$ cat src/shared/adcwin_map.svh
// register indices, field positions, reset values and timing counts
`ifndef ADCWIN_MAP_SVH
`define ADCWIN_MAP_SVH

// register indices, byte address is four times the index
`define ADCW_IDX_CTRL 10'h0c0
`define ADCW_IDX_STAT 10'h0c1
`define ADCW_IDX_IEN 10'h0c2
`define ADCW_IDX_ICLR 10'h0c3
`define ADCW_IDX_UP_LO 10'h0c4
`define ADCW_IDX_UP_HI 10'h0c5
`define ADCW_IDX_RES_LO 10'h0be
`define ADCW_IDX_RES_HI 10'h0bf
`define ADCW_IDX_LO_LO 10'h0c6
`define ADCW_IDX_LO_HI 10'h0c7

// control fields
`define ADCW_CTRL_ALIGN 0
`define ADCW_CTRL_SC_LSB 3
`define ADCW_CTRL_SC_MSB 7
// status, enable and clear fields
`define ADCW_ST_DONE 0
`define ADCW_ST_WIN 1

// reset values
`define ADCW_RST_BYTE 8'h00
`define ADCW_RST_SC 5'h1f
`define ADCW_RST_FLAGS 2'h0

// converter clocks per conversion
`define ADCW_SAR_CLKS 16
`endif

$ cat src/shared/adcwin_pkg.sv
// types shared by the converter result and window logic
package adcwin_pkg;
   typedef logic [15:0] word_t;
   typedef logic [11:0] code_t;
   typedef enum logic [1:0] {
      ST_IDLE = 2'b00,
      ST_CONV = 2'b01
   } conv_state_e;
endpackage

$ cat src/shared/win_cmp_if.sv
// signals between the result logic and the window comparator
`timescale 1ns/10ps
interface win_cmp_if;
   adcwin_pkg::word_t result;
   adcwin_pkg::word_t upper;
   adcwin_pkg::word_t lower;
   logic is_signed;
   logic match;
   modport cmp (input result, input upper, input lower, input is_signed, output match);
   modport user (output result, output upper, output lower, output is_signed, input match);
endinterface

$ cat src/rtl/window_compare.sv
// window comparator for one result word against two limits
`timescale 1ns/10ps
module window_compare (
   win_cmp_if.cmp bus
);
   logic gt_up;
   logic lt_lo;
   logic up_below_lo;

   // limits read in the same signedness as the result
   always_comb begin
      if (bus.is_signed) begin
         gt_up = $signed(bus.result) > $signed(bus.upper);
         lt_lo = $signed(bus.result) < $signed(bus.lower);
         up_below_lo = $signed(bus.upper) < $signed(bus.lower);
      end else begin
         gt_up = bus.result > bus.upper;
         lt_lo = bus.result < bus.lower;
         up_below_lo = bus.upper < bus.lower;
      end
   end

   // inside window when limits are ordered upper below lower, else outside
   assign bus.match = up_below_lo ? (gt_up & lt_lo) : (gt_up | lt_lo);
endmodule

$ cat src/rtl/adc_result_window_detect.sv
// converter result formatting, window detect and apb register file
//
// Contract
// - the result is read through a high and a low byte register, both reset to zero.
// - right alignment puts the 12-bit code in high bits 3..0 and all of the low byte.
// - right-aligned high bits 7..4 copy bit 3 for differential results, else zero.
// - left alignment puts the code in the high byte and low bits 7..4, low 3..0 zero.
// - single-ended codes are unsigned and differential codes two's complement.
// - every new result is compared with both limits and a match sets the window flag.
// - the window flag is readable so software can poll it.
// - the limit ordering selects flagging inside or outside the window.
// - the lower limit low byte is a read/write register that resets to zero.
// - a conversion takes at least 16 converter clocks before results update.
// - the window flag stays set until software clears it.
// - one control bit selects alignment, 0 right and 1 left.
`timescale 1ns/10ps
`include "adcwin_map.svh"
module adc_result_window_detect #(
   parameter int SAR_CLKS = `ADCW_SAR_CLKS
) (
   input wire logic CLOCK,
   input wire logic RST,
   input wire logic CE,
   input wire logic PSEL,
   input wire logic PENABLE,
   input wire logic PWRITE,
   input wire logic [11:0] PADDR,
   input wire logic [31:0] PWDATA,
   output logic [31:0] PRDATA,
   output logic PREADY,
   output logic PSLVERR,
   input wire logic CONV_START,
   input wire logic CONV_DIFF,
   input wire logic [11:0] CONV_CODE,
   output logic CONV_BUSY,
   output logic WINDOW_MATCH,
   output logic IRQ
);
   if (SAR_CLKS < `ADCW_SAR_CLKS || SAR_CLKS > 255) begin : g_bad_clks
      $error("SAR_CLKS out of range");
   end

   localparam int MIN_CONV_CYC = 2 * SAR_CLKS;

   // apb decode
   logic setup;
   logic wr;
   logic [9:0] idx;
   logic hit;
   logic [7:0] wb;
   assign setup = PSEL & ~PENABLE;
   assign wr = PSEL & PENABLE & PWRITE & CE;
   assign idx = PADDR[11:2];
   assign wb = PWDATA[7:0];
   always_comb begin
      case (idx)
         `ADCW_IDX_CTRL, `ADCW_IDX_STAT, `ADCW_IDX_IEN, `ADCW_IDX_ICLR,
         `ADCW_IDX_UP_LO, `ADCW_IDX_UP_HI, `ADCW_IDX_RES_LO,
         `ADCW_IDX_RES_HI, `ADCW_IDX_LO_LO, `ADCW_IDX_LO_HI: hit = (PADDR[1:0] == 2'h0);
         default: hit = 1'b0;
      endcase
   end
   assign PREADY = CE;
   assign PSLVERR = PSEL & PENABLE & ~hit;

   // register state
   logic [7:0] res_lo_ff, nxt_res_lo;
   logic [7:0] res_hi_ff, nxt_res_hi;
   logic [7:0] up_lo_ff, nxt_up_lo;
   logic [7:0] up_hi_ff, nxt_up_hi;
   logic [7:0] lo_lo_ff, nxt_lo_lo;
   logic [7:0] lo_hi_ff, nxt_lo_hi;
   logic align_ff, nxt_align;
   logic [4:0] sc_ff, nxt_sc;
   logic [1:0] stat_ff, nxt_stat;
   logic [1:0] ien_ff, nxt_ien;
   logic [31:0] rdata_ff, nxt_rdata;

   // conversion state
   adcwin_pkg::conv_state_e st_ff, nxt_st;
   logic [5:0] div_ff, nxt_div;
   logic [7:0] sar_ff, nxt_sar;
   logic diff_ff, nxt_diff;
   logic tick;
   logic done;
   adcwin_pkg::word_t fmt;

   assign tick = (div_ff == {sc_ff, 1'b1});
   assign done = (st_ff == adcwin_pkg::ST_CONV) & tick & (sar_ff == 8'(SAR_CLKS - 1));

   always_comb begin
      nxt_st = st_ff;
      nxt_div = div_ff;
      nxt_sar = sar_ff;
      nxt_diff = diff_ff;
      case (st_ff)
         adcwin_pkg::ST_IDLE: begin
            nxt_div = 6'h00;
            nxt_sar = 8'h00;
            if (CONV_START) begin
               nxt_st = adcwin_pkg::ST_CONV;
               nxt_diff = CONV_DIFF;
            end
         end
         adcwin_pkg::ST_CONV: begin
            // converter clock is system clock over 2*(sc+1)
            nxt_div = tick ? 6'h00 : div_ff + 6'h01;
            if (tick) begin
               nxt_sar = sar_ff + 8'h01;
            end
            if (done) begin
               nxt_st = adcwin_pkg::ST_IDLE;
            end
         end
         default: nxt_st = adcwin_pkg::ST_IDLE;
      endcase
   end

   // result word in the selected alignment and sign format
   always_comb begin
      if (align_ff) begin
         fmt = {CONV_CODE, 4'h0};
      end else if (diff_ff) begin
         fmt = {{4{CONV_CODE[11]}}, CONV_CODE};
      end else begin
         fmt = {4'h0, CONV_CODE};
      end
   end

   // window comparator
   win_cmp_if wc ();
   assign wc.result = fmt;
   assign wc.upper = {up_hi_ff, up_lo_ff};
   assign wc.lower = {lo_hi_ff, lo_lo_ff};
   assign wc.is_signed = diff_ff;
   window_compare u_cmp (
      .bus(wc.cmp)
   );

   // register writes, hardware loads win over software
   always_comb begin
      nxt_res_lo = res_lo_ff;
      nxt_res_hi = res_hi_ff;
      nxt_up_lo = up_lo_ff;
      nxt_up_hi = up_hi_ff;
      nxt_lo_lo = lo_lo_ff;
      nxt_lo_hi = lo_hi_ff;
      nxt_align = align_ff;
      nxt_sc = sc_ff;
      nxt_stat = stat_ff;
      nxt_ien = ien_ff;
      if (wr) begin
         case (idx)
            `ADCW_IDX_CTRL: begin
               nxt_align = wb[`ADCW_CTRL_ALIGN];
               nxt_sc = wb[`ADCW_CTRL_SC_MSB:`ADCW_CTRL_SC_LSB];
            end
            `ADCW_IDX_IEN: nxt_ien = wb[1:0];
            `ADCW_IDX_ICLR: nxt_stat = stat_ff & ~wb[1:0];
            `ADCW_IDX_UP_LO: nxt_up_lo = wb;
            `ADCW_IDX_UP_HI: nxt_up_hi = wb;
            `ADCW_IDX_LO_LO: nxt_lo_lo = wb;
            `ADCW_IDX_LO_HI: nxt_lo_hi = wb;
            `ADCW_IDX_RES_LO: nxt_res_lo = wb;
            `ADCW_IDX_RES_HI: nxt_res_hi = wb;
            default: nxt_stat = stat_ff;
         endcase
      end
      if (done) begin
         nxt_res_hi = fmt[15:8];
         nxt_res_lo = fmt[7:0];
         nxt_stat[`ADCW_ST_DONE] = 1'b1;
         if (wc.match) begin
            nxt_stat[`ADCW_ST_WIN] = 1'b1;
         end
      end
   end

   // read data captured in the setup phase
   always_comb begin
      nxt_rdata = rdata_ff;
      if (setup) begin
         case (idx)
            `ADCW_IDX_CTRL: nxt_rdata = {24'h0, sc_ff, 2'h0, align_ff};
            `ADCW_IDX_STAT: nxt_rdata = {30'h0, stat_ff};
            `ADCW_IDX_IEN: nxt_rdata = {30'h0, ien_ff};
            `ADCW_IDX_UP_LO: nxt_rdata = {24'h0, up_lo_ff};
            `ADCW_IDX_UP_HI: nxt_rdata = {24'h0, up_hi_ff};
            `ADCW_IDX_LO_LO: nxt_rdata = {24'h0, lo_lo_ff};
            `ADCW_IDX_LO_HI: nxt_rdata = {24'h0, lo_hi_ff};
            `ADCW_IDX_RES_LO: nxt_rdata = {24'h0, res_lo_ff};
            `ADCW_IDX_RES_HI: nxt_rdata = {24'h0, res_hi_ff};
            default: nxt_rdata = 32'h0;
         endcase
      end
   end

   always_ff @(posedge CLOCK) begin
      if (RST) begin
         res_lo_ff <= `ADCW_RST_BYTE;
         res_hi_ff <= `ADCW_RST_BYTE;
         up_lo_ff <= `ADCW_RST_BYTE;
         up_hi_ff <= `ADCW_RST_BYTE;
         lo_lo_ff <= `ADCW_RST_BYTE;
         lo_hi_ff <= `ADCW_RST_BYTE;
         align_ff <= 1'b0;
         sc_ff <= `ADCW_RST_SC;
         stat_ff <= `ADCW_RST_FLAGS;
         ien_ff <= `ADCW_RST_FLAGS;
         rdata_ff <= 32'h0;
         st_ff <= adcwin_pkg::ST_IDLE;
         div_ff <= 6'h00;
         sar_ff <= 8'h00;
         diff_ff <= 1'b0;
      end else if (CE) begin
         res_lo_ff <= nxt_res_lo;
         res_hi_ff <= nxt_res_hi;
         up_lo_ff <= nxt_up_lo;
         up_hi_ff <= nxt_up_hi;
         lo_lo_ff <= nxt_lo_lo;
         lo_hi_ff <= nxt_lo_hi;
         align_ff <= nxt_align;
         sc_ff <= nxt_sc;
         stat_ff <= nxt_stat;
         ien_ff <= nxt_ien;
         rdata_ff <= nxt_rdata;
         st_ff <= nxt_st;
         div_ff <= nxt_div;
         sar_ff <= nxt_sar;
         diff_ff <= nxt_diff;
      end
   end

   assign PRDATA = rdata_ff;
   assign CONV_BUSY = (st_ff == adcwin_pkg::ST_CONV);
   assign WINDOW_MATCH = stat_ff[`ADCW_ST_WIN];
   assign IRQ = |(stat_ff & ien_ff);

   // cycles spent in the current conversion, for checking only
   logic [15:0] cyc_ff, nxt_cyc;
   always_comb begin
      nxt_cyc = CONV_BUSY ? cyc_ff + 16'h0001 : 16'h0000;
   end
   always_ff @(posedge CLOCK) begin
      if (RST) begin
         cyc_ff <= 16'h0000;
      end else if (CE) begin
         cyc_ff <= nxt_cyc;
      end
   end
endmodule

$ cat config.mk
export PLATFORM = sky130hd
export DESIGN_NAME = adc_result_window_detect
export DESIGN_NICKNAME = d
export VERILOG_FILES = /design/src/shared/adcwin_pkg.sv /design/src/shared/win_cmp_if.sv /design/src/rtl/window_compare.sv /design/src/rtl/adc_result_window_detect.sv
export VERILOG_INCLUDE_DIRS = /design/src /design/src/shared
export SDC_FILE = /design/constraint.sdc
export NUM_CORES = 1
export LEC_CHECK = 0
export BUFFER_PORTS_ARGS = -buffer_cell sky130_fd_sc_hd__buf_2
export CAP_MARGIN = 15
export CORE_MARGIN = 4
export CORE_UTILIZATION = 29
export CTS_BUF_LIST = sky130_fd_sc_hd__clkbuf_16
export CTS_CLUSTER_SIZE = 24
export DETAILED_ROUTE_END_ITERATION = 16
export GPL_TIMING_DRIVEN = 0
export SLEW_MARGIN = 20
export SYNTH_ARGS = -nofsm -noshare
export SYNTH_HDL_FRONTEND = slang
export SYNTH_SLANG_ARGS = --single-unit
$ cat constraint.sdc
create_clock -name CLOCK -period 3.33 [get_ports CLOCK]
set_input_delay 0.1665 -clock CLOCK [delete_from_list [all_inputs] [get_ports CLOCK]]
set_output_delay 0.1665 -clock CLOCK [all_outputs]
set_load 0.01 [all_outputs]
### After elaboration in Yosys (flattened, before gate mapping)

Index checks and enable logic that the tools add are counted.

* flip-flop bits (word level): 107
* word-level logic and storage cells: 102
* output and inout bits: 37

* bitwise logic cells: 14
* equality and inequality tests: 16
* $lt $le $gt $ge: 6
* add/sub/neg operators: 2
* muxes and demuxes: 25
* reduce and logical (&&, ||, !) cells: 23

Operators by type and width (number)
* $eq A10 B8 Y1 const B: 10
* $pmux W8 S9: 1
* $lt A16 B16 Y1: 4
* $mux W8: 7
* $reduce_and A3 Y1: 12
* $gt A16 B16 Y1: 2
* $mux W16: 2
* $pmux W8 S2: 1
* $pmux W6 S2: 1
* $mux W2: 5
* $reduce_bool A2 Y1: 5
* $reduce_or A10 Y1: 1
* $add A8 B1 Y8 const B: 1
* $and A1 B1 Y1: 8
* $eq A8 B4 Y1 const B: 1
* $add A6 B1 Y6 const B: 1
* $eq A6 B6 Y1: 1
* $mux W1: 6
* $mux W6: 1
* $and A2 B2 Y2: 2
* $logic_not A2 Y1: 2
* $ne A2 B1 Y1 const B: 2
* $pmux W2 S2: 1
* $reduce_and A2 Y1: 2
* 6 further kinds: 7

### Depth between registers and ports, before layout

Gate-level depths: netlist of run 1.

* depth after elaboration: 8
* gate-level depth with buffers: 12
* depth with buffers taken out: 10

### Hierarchy

From an unflattened synthesis of run 1, not the netlist that was laid out.

* cells, all modules: 640
* area, all modules: 5570.3 um2

By module, submodules not included
* adc_result_window_detect: cells each 486, instances 1, sequential area each 1641.6 um2, area each 4414.2 um2
* window_compare: cells each 154, instances 1, sequential area each 0.0 um2, area each 1156.1 um2

### Worst setup path before layout of run 1

OpenSTA, ideal clock, no wires.

* path type: register to register
* from: register align_ff
* to: register stat_ff[1]
* clock period less this slack: 2842 ps
* data required time: 3243 ps
* data arrival time: 2754 ps
* setup time: 87 ps
* cell stages (with the launch flop): 13
* setup slack: 488 ps
* path through: dfxtp_1 > clkbuf_1 > clkbuf_1 > nand3b_1 > nand2_1 > ha_1 > nand4_1 > nor4_1 > inv_1 > o22ai_1 > o31ai_1 > maj3_1 > o31ai_1

* cells in the longest elaborated chain, start to end: 7

Ends and longest elaborated chain
* from (decl): line adc_result_window_detect.sv:73 `logic align_ff, nxt_align;`
* from (signal assigned): line adc_result_window_detect.sv:222 `align_ff <= nxt_align;`
* $mux W16 *: line adc_result_window_detect.sv:121 `if (align_ff) begin`
* $gt A16 B16 Y1, or another cell as far along: line window_compare.sv:17 `gt_up = bus.result > bus.upper;`
* $mux W1: line window_compare.sv:12 `if (bus.is_signed) begin`
* $or A1 B1 Y1 / $and A1 B1 Y1 (equally long branches): line window_compare.sv:24 `assign bus.match = up_below_lo ? (gt_up & lt_lo) : (gt_up | lt_lo);`
* $mux W1 *: line window_compare.sv:24
* $mux W1 *: line adc_result_window_detect.sv:173 `if (wc.match) begin`
* $mux W2 *: line adc_result_window_detect.sv:169 `if (done) begin`
* to (signal assigned): line adc_result_window_detect.sv:208 `` stat_ff <= `ADCW_RST_FLAGS; ``
* to (signal assigned): line adc_result_window_detect.sv:224 `stat_ff <= nxt_stat;`
* to (decl): line adc_result_window_detect.sv:75 `logic [1:0] stat_ff, nxt_stat;`

Mark *: on every way between the ends. The rest lies on a longest branch, timed or not.
A chain may end at the register's enable or synchronous reset.

### Worst setup path after layout of run 1

Same ends and word-level chain as after synthesis.

==> reports/qor.csv, run 1 <==
stage,metric,value,unit
finish,n_diodes,0,
setup_path,Critical path origin,align_ff$_SDFFE_PP0P_,
clock_network,Post-CTS Hold Buffers,0,
clock_network,"Clk Latency, worst-skew pair",350,ps
global_route,initial antenna violation count,0,
drt,DR DRC count,0,
sta,Rel. slew slack,0.2736,
run_status,status,"complete, no violations",
logic_synthesis,Main synth FF type,dfxtp_1,
sta,"Setup violations, final",0,
place,GPL Wtd Cong,0.8890,
logic_synthesis,largest area contributor in the netlist,dfxtp_1,
sta,fin. max-slew vios,0,
setup_path,CP Class,reg2reg,
pwr,PwrDens,355.7,nW/µm²
global_route,GRT Total Usage,0.1564,
finish,fill count,1877,
clock_network,CTS buffer count,9,
setup_path,most frequent cell on the critical path,o31ai_1,
setup_path,"slowest stage delay, CP",420,ps
clock_network,"Reg clk slew, reported paths",60,ps
setup_path,CP bufs+invs,3,
setup_path,CP Launch Type,register,
setup_path,R2R Path Start,align_ff$_SDFFE_PP0P_,
logic_synthesis,Synth cell types,60,
logic_synthesis,"top cells by area, synth","dfxtp_1 (30%), mux2i_1 (13%), ha_1 (11%)",
pwr,Peak supply drop,258.9,µV
floorplanning,core area,18150,µm²
clock_network,level count of the clock H-tree,3,
logic_synthesis,"FF+latch count, synth",82,
setup_path,"Slowest-stage cell, CP",mux2_2,
logic_synthesis,Synth top area share,0.3039,
drt,drt wl/cell,17.51,µm
logic_synthesis,Post-Syn Area,5401,µm²
drt,initial DRC count,311,
hold_path,hold path start,CONV_DIFF,
drt,post-DR vias/cell,4.977,
setup_path,Critical Path End Type,register,
sta,Worst Tran Pin Value,1084,ps
setup_path,CP arrival,3440,ps
pwr,Leakage,2.599,nW
setup_path,crit-path cells,buf_2 -> clkbuf_4 -> mux2_2 -> ha_1 -> nand4_1 -> nor4_2 -> inv_1 -> o22ai_1 -> o31ai_1 -> maj3_1 -> o31ai_1,
floorplanning,die area,20870,µm²
drt,routed wire length,16.60,mm
setup_path,crit path max fanout,10,
logic_synthesis,Mean Syn Cell Area,8.601,µm²
sta,Hold WS,60.28,ps
drt,Pre-antenna DRT Iters,5,
global_route,vias in the first global route,4521,
global_route,largest net degree at the start of global routing,15,
run,max-cap violations,0,
logic_synthesis,number of synthesized flops with an enable pin,0,
pwr,total power,0.002258,W
finish,final net count,824,
pwr,clock share of power,0.442,
sta,final hold vios,0,
clock_network,clk root buf,clkbuf_16,
pwr,Flop pwr share,0.441,
pwr,combinational share of power,0.117,
finish,layout cells sized above 1,0.1892,
logic_synthesis,"Seq/Total Area, Yosys",0.3039,
drt,vias,4718,
sta,fin crit period,3190,ps
floorplanning,row count,49,
floorplanning,IO Pins,101,
pwr,Int Pwr,0.001672,W
pwr,switch share,0.2593,
sta,Max Clock Freq,313.5,MHz
pwr,switching pwr,0.0005855,W
setup_path,critical path's top delay family,adder cells,
clock_network,Max clock buf depth,2,
logic_synthesis,ys async rst share,0,
floorplanning,Die Ht,144.5,µm
hold_path,worst min path class,in2reg,
finish,Synth-to-Final Area Change,17.51,%
clock_network,clock sink count,82,
global_route,global-route wire length before repair,25.08,mm
place,I/O Buffers,51,
logic_synthesis,Yosys warnings,0,
logic_synthesis,Cells after Synth,628,
sta,clock skew,5.306,ps
floorplanning,initial core utilization,0.2976,
clock_network,CTS tree,yes,
drt,ANT nets after route,0,
floorplanning,Chip Width,144.5,µm
global_route,grt ovf,0,
sta,Final Cycle Share,0.9579,
place,Post-DP HPWL,13.10,mm
setup_path,required time worst endpoint,3580,ps
## state kept, by name, summed over array words and instances, names as in the netlist
register,cells
PRDATA,8
lo_hi_ff,8
lo_lo_ff,8
res_hi_ff,8
res_lo_ff,8
sar_ff,8
up_hi_ff,8
up_lo_ff,8
div_ff,6
sc_ff,5
ien_ff,2
stat_ff,2
align_ff,1
diff_ff,1
st_ff,1
## power by group through the flow
stage	combinational, W	clock (W)	sequential (W)
floorplan	0.000159	0	0.00102
finish	0.000264	0.000997	0.000996
global placement	0.000259	0	0.00102
global route	0.000289	0.00104	0.000997
CTS	0.000262	0.00101	0.000996
detailed placement	0.000261	0	0.00102
## synthesized netlist by cell type, types with 2 or more instances
| library cell | number |
|---|---|
| mux2i_1 | 70 |
| a22o_1 | 2 |
| nor2_1 | 100 |
| a21o_1 | 6 |
| o221ai_1 | 2 |
| and3_1 | 4 |
| o22ai_1 | 4 |
| xnor2_1 | 8 |
| maj3_1 | 2 |
| buf_4 | 25 |
| nand2b_1 | 3 |
| inv_1 | 36 |
| nor2b_1 | 12 |
| mux4_2 | 3 |
| dfxtp_1 | 82 |
| buf_2 | 2 |
| buf_1 | 2 |
| a21oi_1 | 27 |
| nor3_2 | 4 |
| nand2_1 | 37 |
| or2_2 | 2 |
| nor3_1 | 7 |
| ha_1 | 46 |
| nand3b_1 | 3 |
| nand4_1 | 16 |
| a31oi_1 | 7 |
| nand3_1 | 9 |
| mux2_2 | 20 |
| a211o_1 | 5 |
| xor2_1 | 9 |
| clkbuf_1 | 20 |
| nor4_1 | 3 |
| a211oi_1 | 11 |
| o21ai_0 | 10 |
| buf_6 | 2 |
| o31ai_1 | 3 |
## cell type report
cell class	count	area [µm²]	area share
flip-flops and latches	82	1642	0.2586
repair buffers	52	262.8	0.04140
clock buffers	9	225.2	0.03548
inverters	37	138.9	0.02188
clock inverters	7	68.82	0.01084
multi-input cells	481	3416	0.5381
well taps	229	286.5	0.04514
plain buffers	51	307.8	0.04849
## final timing paths
path | end | slack [ps] | cells past startpoint
worst max-delay path | stat_ff[1]$_SDFFE_PP0P_ | 140 | 11
worst min-delay path | diff_ff$_SDFFE_PP0P_ | 60 | 3
worst max register to register | stat_ff[1]$_SDFFE_PP0P_ | 140 | 11
worst min register to register | res_lo_ff[5]$_SDFFE_PP0P_ | 450 | 2
## cell families (layout without fill, tap and decap cells)
kind of cell	Yosys count	after routing	share of synthesized area
XOR/XNOR	17	17	0.02757
other	1	24	0.0006943
AO/OA/AOI/OAI	90	90	0.1100
AND/OR/NAND/NOR	209	209	0.1818
multiplexers	93	93	0.1839
buffers and inverters	88	156	0.08177
adder cells (fa/ha/maj)	48	48	0.1103
flip-flops	82	82	0.3039
## worst register-to-register path, stage by stage (launching register included)
cell,delay [ps]
dfxtp_1,370
buf_2,270
clkbuf_4,280
mux2_2,420
ha_1,290
nand4_1,150
nor4_2,340
inv_1,70
o22ai_1,140
o31ai_1,90
maj3_1,420
o31ai_1,250
## placed cells by master (no fill, tap or decap), types with 10 or more instances in the layout
cell,instances
nor2_1,100
dfxtp_1,82
mux2i_1,70
buf_2,54
ha_1,46
nand2_1,37
inv_1,36
a21oi_1,27
buf_4,26
conb_1,24
mux2_2,20
clkbuf_1,18
nand4_1,16
nor2b_1,12
a211oi_1,11
o21ai_0,10
## layer usage
metal  up-vias  GRT usage  share of wire
met4         0    0.04762          0.021
met3        26    0.02811          0.047
met5         -          0              0
li1       2346          -              -
met2       127     0.2563           0.47
met1      2219     0.2099           0.46
## metrics by stage
step	utilization	setup TNS, ps	setup WS (ps)	instances	instance area, µm²
6_report	0.3498	0	140.2	948	6347
5_1_grt	0.3498	-1.005	-1.005	948	6347
4_1_cts	0.3491	0	25.61	948	6336
3_5_place_dp	0.3323	-551.2	-551.2	931	6030
3_3_place_gp	0.3323	-484.5	-484.5	931	6030
2_1_floorplan	-	0	488.5	651	5488
## timing repair
item	4_1_cts	5_1_grt
resized for setup	3	3
pin swaps	0	1
endpoints found under the setup margin	1	1
setup buffers	1	0
Power figures use the tool's default switching activity.
==> inputs of run 2 (changes only) <==
--- a/config.mk
+++ b/config.mk
@@ -14,6 +14,8 @@
 export CTS_CLUSTER_SIZE = 24
 export DETAILED_ROUTE_END_ITERATION = 16
 export GPL_TIMING_DRIVEN = 0
+export HOLD_SLACK_MARGIN = 0.1
+export REMOVE_ABC_BUFFERS = 1
 export SLEW_MARGIN = 20
 export SYNTH_ARGS = -nofsm -noshare
 export SYNTH_HDL_FRONTEND = slang
==> run 2 against run 1 <==
Against the previous run: first-iteration DRC count grew 7.1%; count of clock-buffer cells in the layout is the same; sequential power hardly changed; power increased by 2.6%; worst setup slack gained 120 ps; critical path type unchanged; largest cell class unchanged.
==> reports/qor.csv, run 2 (synthesis gave the netlist of run 1 again) <==
stage,metric,value,unit,change
run,max-cap violations,0,,unchanged
setup_path,"slowest stage delay, CP",620,ps,was 420 ps
drt,met2 wire len,6.586,mm,was 7.818 mm
finish,Synth-to-Final Area Change,12.79,%,was 17.51%
global_route,largest net degree at the start of global routing,74,,was 15
setup_path,"Slowest-stage cell, CP",dfxtp_2,,was mux2_2
sta,Worst Tran Pin Value,1030,ps,was 1084 ps
setup_path,critical path's top delay family,simple AND/OR/NAND/NOR gates,,was adder cells
setup_path,CP Class,reg2reg,,unchanged
global_route,initial antenna violation count,0,,unchanged
drt,post-DR vias/cell,4.920,,was 4.977
sta,fin crit period,3073,ps,was 3190 ps
finish,sequential cell area,1643,µm²,was 1642 µm²
global_route,global-route wire length before repair,23.52,mm,was 25.08 mm
pwr,Peak supply drop,228.7,µV,was 258.9 µV
pwr,total power,0.002317,W,was 0.002258 W
place,GPL Wtd Cong,0.9126,,was 0.8890
setup_path,CP bufs+invs,1,,was 3
sta,fin. max-slew vios,0,,unchanged
sta,clock skew,10.81,ps,was 5.306 ps
floorplanning,Chip Width,144.5,µm,unchanged
setup_path,crit-path cells,nand3b_1 -> nand2_1 -> ha_1 -> nand4_1 -> nor4_1 -> inv_1 -> o22ai_1 -> o31ai_1 -> maj3_1 -> o31ai_1,,was buf_2 -> clkbuf_4 -> mux2_2 -> ha_1 -> nand4_1 -> nor4_2 -> inv_1 -> o22ai_1 -> o31ai_1 -> maj3_1 -> o31ai_1
global_route,grt ovf,0,,unchanged
floorplanning,initial core utilization,0.2976,,unchanged
place,I/O Buffers,52,,was 51
setup_path,R2R Path Start,align_ff$_SDFFE_PP0P_,,unchanged
global_route,vias in the first global route,4122,,"was 4,521"
floorplanning,die area,20870,µm²,unchanged
sta,Hold WS,143.0,ps,was 60.28 ps
sta,final worst-path setup slack,256.6,ps,was 140.2 ps
drt,drt wl/cell,16.83,µm,was 17.51 µm
setup_path,required time worst endpoint,3600,ps,was 3580 ps
pwr,PwrDens,380.3,nW/µm²,was 355.7 nW/µm²
hold_path,Hold EP,sc_ff[1]$_SDFFE_PP1P_,,was diff_ff$_SDFFE_PP0P_
pwr,Int Pwr,0.001727,W,was 0.001672 W
pwr,switching pwr,0.0005902,W,was 0.0005855 W
pwr,combinational share of power,0.099,,was 0.117
finish,Multi-input gate area,3416,µm²,unchanged
drt,initial DRC count,333,,was 311
setup_path,FF-to-FF setup slack,260,ps,was 140 ps
sta,Final Cycle Share,0.9229,,was 0.9579
clock_network,"Reg clk slew, reported paths",70,ps,was 60 ps
pwr,switch share,0.2547,,was 0.2593
drt,Pre-antenna DRT Iters,4,,was 5
floorplanning,core area,18150,µm²,unchanged
clock_network,"Clk Latency, worst-skew pair",360,ps,was 350 ps
finish,final net count,776,,was 824
setup_path,CP Launch Type,register,,unchanged
setup_path,Critical Path End Type,register,,unchanged
finish,fill count,1862,,"was 1,877"
drt,ANT nets after route,0,,unchanged
hold_path,worst min path class,in2reg,,unchanged
setup_path,most frequent cell on the critical path,o31ai_1,,unchanged
finish,final core utilization,0.3357,,was 0.3498
floorplanning,Die Ht,144.5,µm,unchanged
setup_path,R2R depth,10,,was 11
sta,final hold vios,0,,unchanged
hold_path,hold path start,PWDATA[4],,was CONV_DIFF
drt,routed wire length,15.16,mm,was 16.60 mm
clock_network,clock sink count,82,,unchanged
drt,vias,4433,,"was 4,718"
finish,layout cells sized above 1,0.1595,,was 0.1892
pwr,clock share of power,0.471,,was 0.442
drt,wl on met1,7.480,mm,was 7.641 mm
clock_network,clk root buf,clkbuf_16,,unchanged
sta,Rel. slew slack,0.3099,,was 0.2736
clock_network,CTS tree,yes,,unchanged
floorplanning,IO Pins,101,,unchanged
setup_path,crit path max fanout,21,,was 10
hold_path,hold-critical path depth,2,,was 3
place,pre-CTS setup slack,39.19,ps,was -551.2 ps
drt,metal3 WL,782,µm,was 785 µm
setup_path,R2R Path End,stat_ff[1]$_SDFFE_PP0P_,,unchanged
sta,RSZ-0062 raised after global routing,no,,
finish,"commonest non-fill, non-tap cells in the layout","nor2_1 (100), dfxtp_1 (81), mux2i_1 (70)",,"was nor2_1 (100), dfxtp_1 (82), mux2i_1 (70)"
global_route,GRT Total Usage,0.1489,,was 0.1564
sta,"Setup violations, final",0,,unchanged
clock_network,Max clock buf depth,2,,unchanged
clock_network,level count of the clock H-tree,3,,unchanged
floorplanning,row count,49,,unchanged
pwr,Leakage,2.434,nW,was 2.599 nW
drt,DR DRC count,0,,unchanged
setup_path,CP arrival,3340,ps,was 3440 ps
pwr,Flop pwr share,0.430,,was 0.441
finish,"most common cell after layout, fill and taps aside",nor2_1,,unchanged
place,Post-DP HPWL,11.38,mm,was 13.10 mm
place,placed cell areas,5754,µm²,was 6030 µm²
run_status,status,"complete, no violations",,unchanged
drt,top layer in use,met4,,unchanged
clock_network,CTS buffer count,9,,unchanged
finish,final instance area,6092,µm²,was 6347 µm²
sta,Max Clock Freq,325.4,MHz,was 313.5 MHz
-- run 2: changes by cell type in the layout (fill, tap and decap cells not counted), moves of 2 or more --
cell / previous run / this run
buf_1: 2 / 0
clkbuf_1: 18 / 0
buf_2: 54 / 51
buf_4: 26 / 3
buf_6: 2 / 0
-- run 2: per-layer routing --
| metal | track usage | up-vias |
|---|---|---|
| met2 | 0.2277 | 104 |
| met4 | 0.05400 | 0 |
| li1 | - | 2257 |
| met3 | 0.02414 | 17 |
| met5 | 0 | - |
| met1 | 0.2115 | 2055 |
-- run 2: worst reg2reg max path, stage by stage (launching register included) --
cell      delay, ps
dfxtp_2         620
nand3b_1        330
nand2_1         170
ha_1            320
nand4_1         170
nor4_1          470
inv_1            80
o22ai_1         140
o31ai_1          80
maj3_1          410
o31ai_1         200
-- run 2: power groups by stage --
stage / Sequential [W] / Combinational [W] / Clock, W
after global placement: 0.00102 / 0.000225 / 0
after CTS: 0.000996 / 0.000228 / 0.00111
after floorplan: 0.00102 / 0.000113 / 0
after global routing: 0.000996 / 0.000254 / 0.00115
final: 0.000996 / 0.000230 / 0.00109
after detailed placement: 0.00102 / 0.000225 / 0
-- run 2: worst max-delay path by stage --
stage | slack [ps] | from | to | cells past startpoint
after detailed placement | 40 | align_ff$_SDFFE_PP0P_ | stat_ff[1]$_SDFFE_PP0P_ | 10
after floorplan | 130 | sar_ff[0]$_SDFFE_PP0P_ | res_lo_ff[5]$_SDFFE_PP0P_ | 8
final | 260 | align_ff$_SDFFE_PP0P_ | stat_ff[1]$_SDFFE_PP0P_ | 10
after global routing | 110 | align_ff$_SDFFE_PP0P_ | stat_ff[1]$_SDFFE_PP0P_ | 10
after CTS | 30 | align_ff$_SDFFE_PP0P_ | stat_ff[1]$_SDFFE_PP0P_ | 10
after global placement | -1250 | sar_ff[0]$_SDFFE_PP0P_ | res_lo_ff[5]$_SDFFE_PP0P_ | 8
-- run 2: final cells by class --
| type | count | share of cell area |
|---|---|---|
| clock buffer | 9 | 0.03697 |
| antenna | 1 | 0.0004108 |
| multi-input combinational | 481 | 0.5607 |
| sequential | 82 | 0.2697 |
| timing repair buffer | 55 | 0.04724 |
| clock inverter | 7 | 0.01520 |
| inverter | 37 | 0.02280 |
| tap | 229 | 0.04703 |
-- run 2: stage by stage --
| stage | TNS [ps] | cells |
|---|---|---|
| 6_report | 0 | 901 |
| 2_1_floorplan | 0 | 600 |
| 3_3_place_gp | -18130 | 881 |
| 5_1_grt | 0 | 900 |
| 4_1_cts | 0 | 900 |
| 3_5_place_dp | 0 | 883 |
-- run 2: timing repair --
item | in CTS | in global routing
hold buffers | 1 | 0
endpoints found under the setup margin | 0 | 1
setup buffers | 0 | 0
hold endpoints to repair | 1 | 0
gates resized for setup | 0 | 1
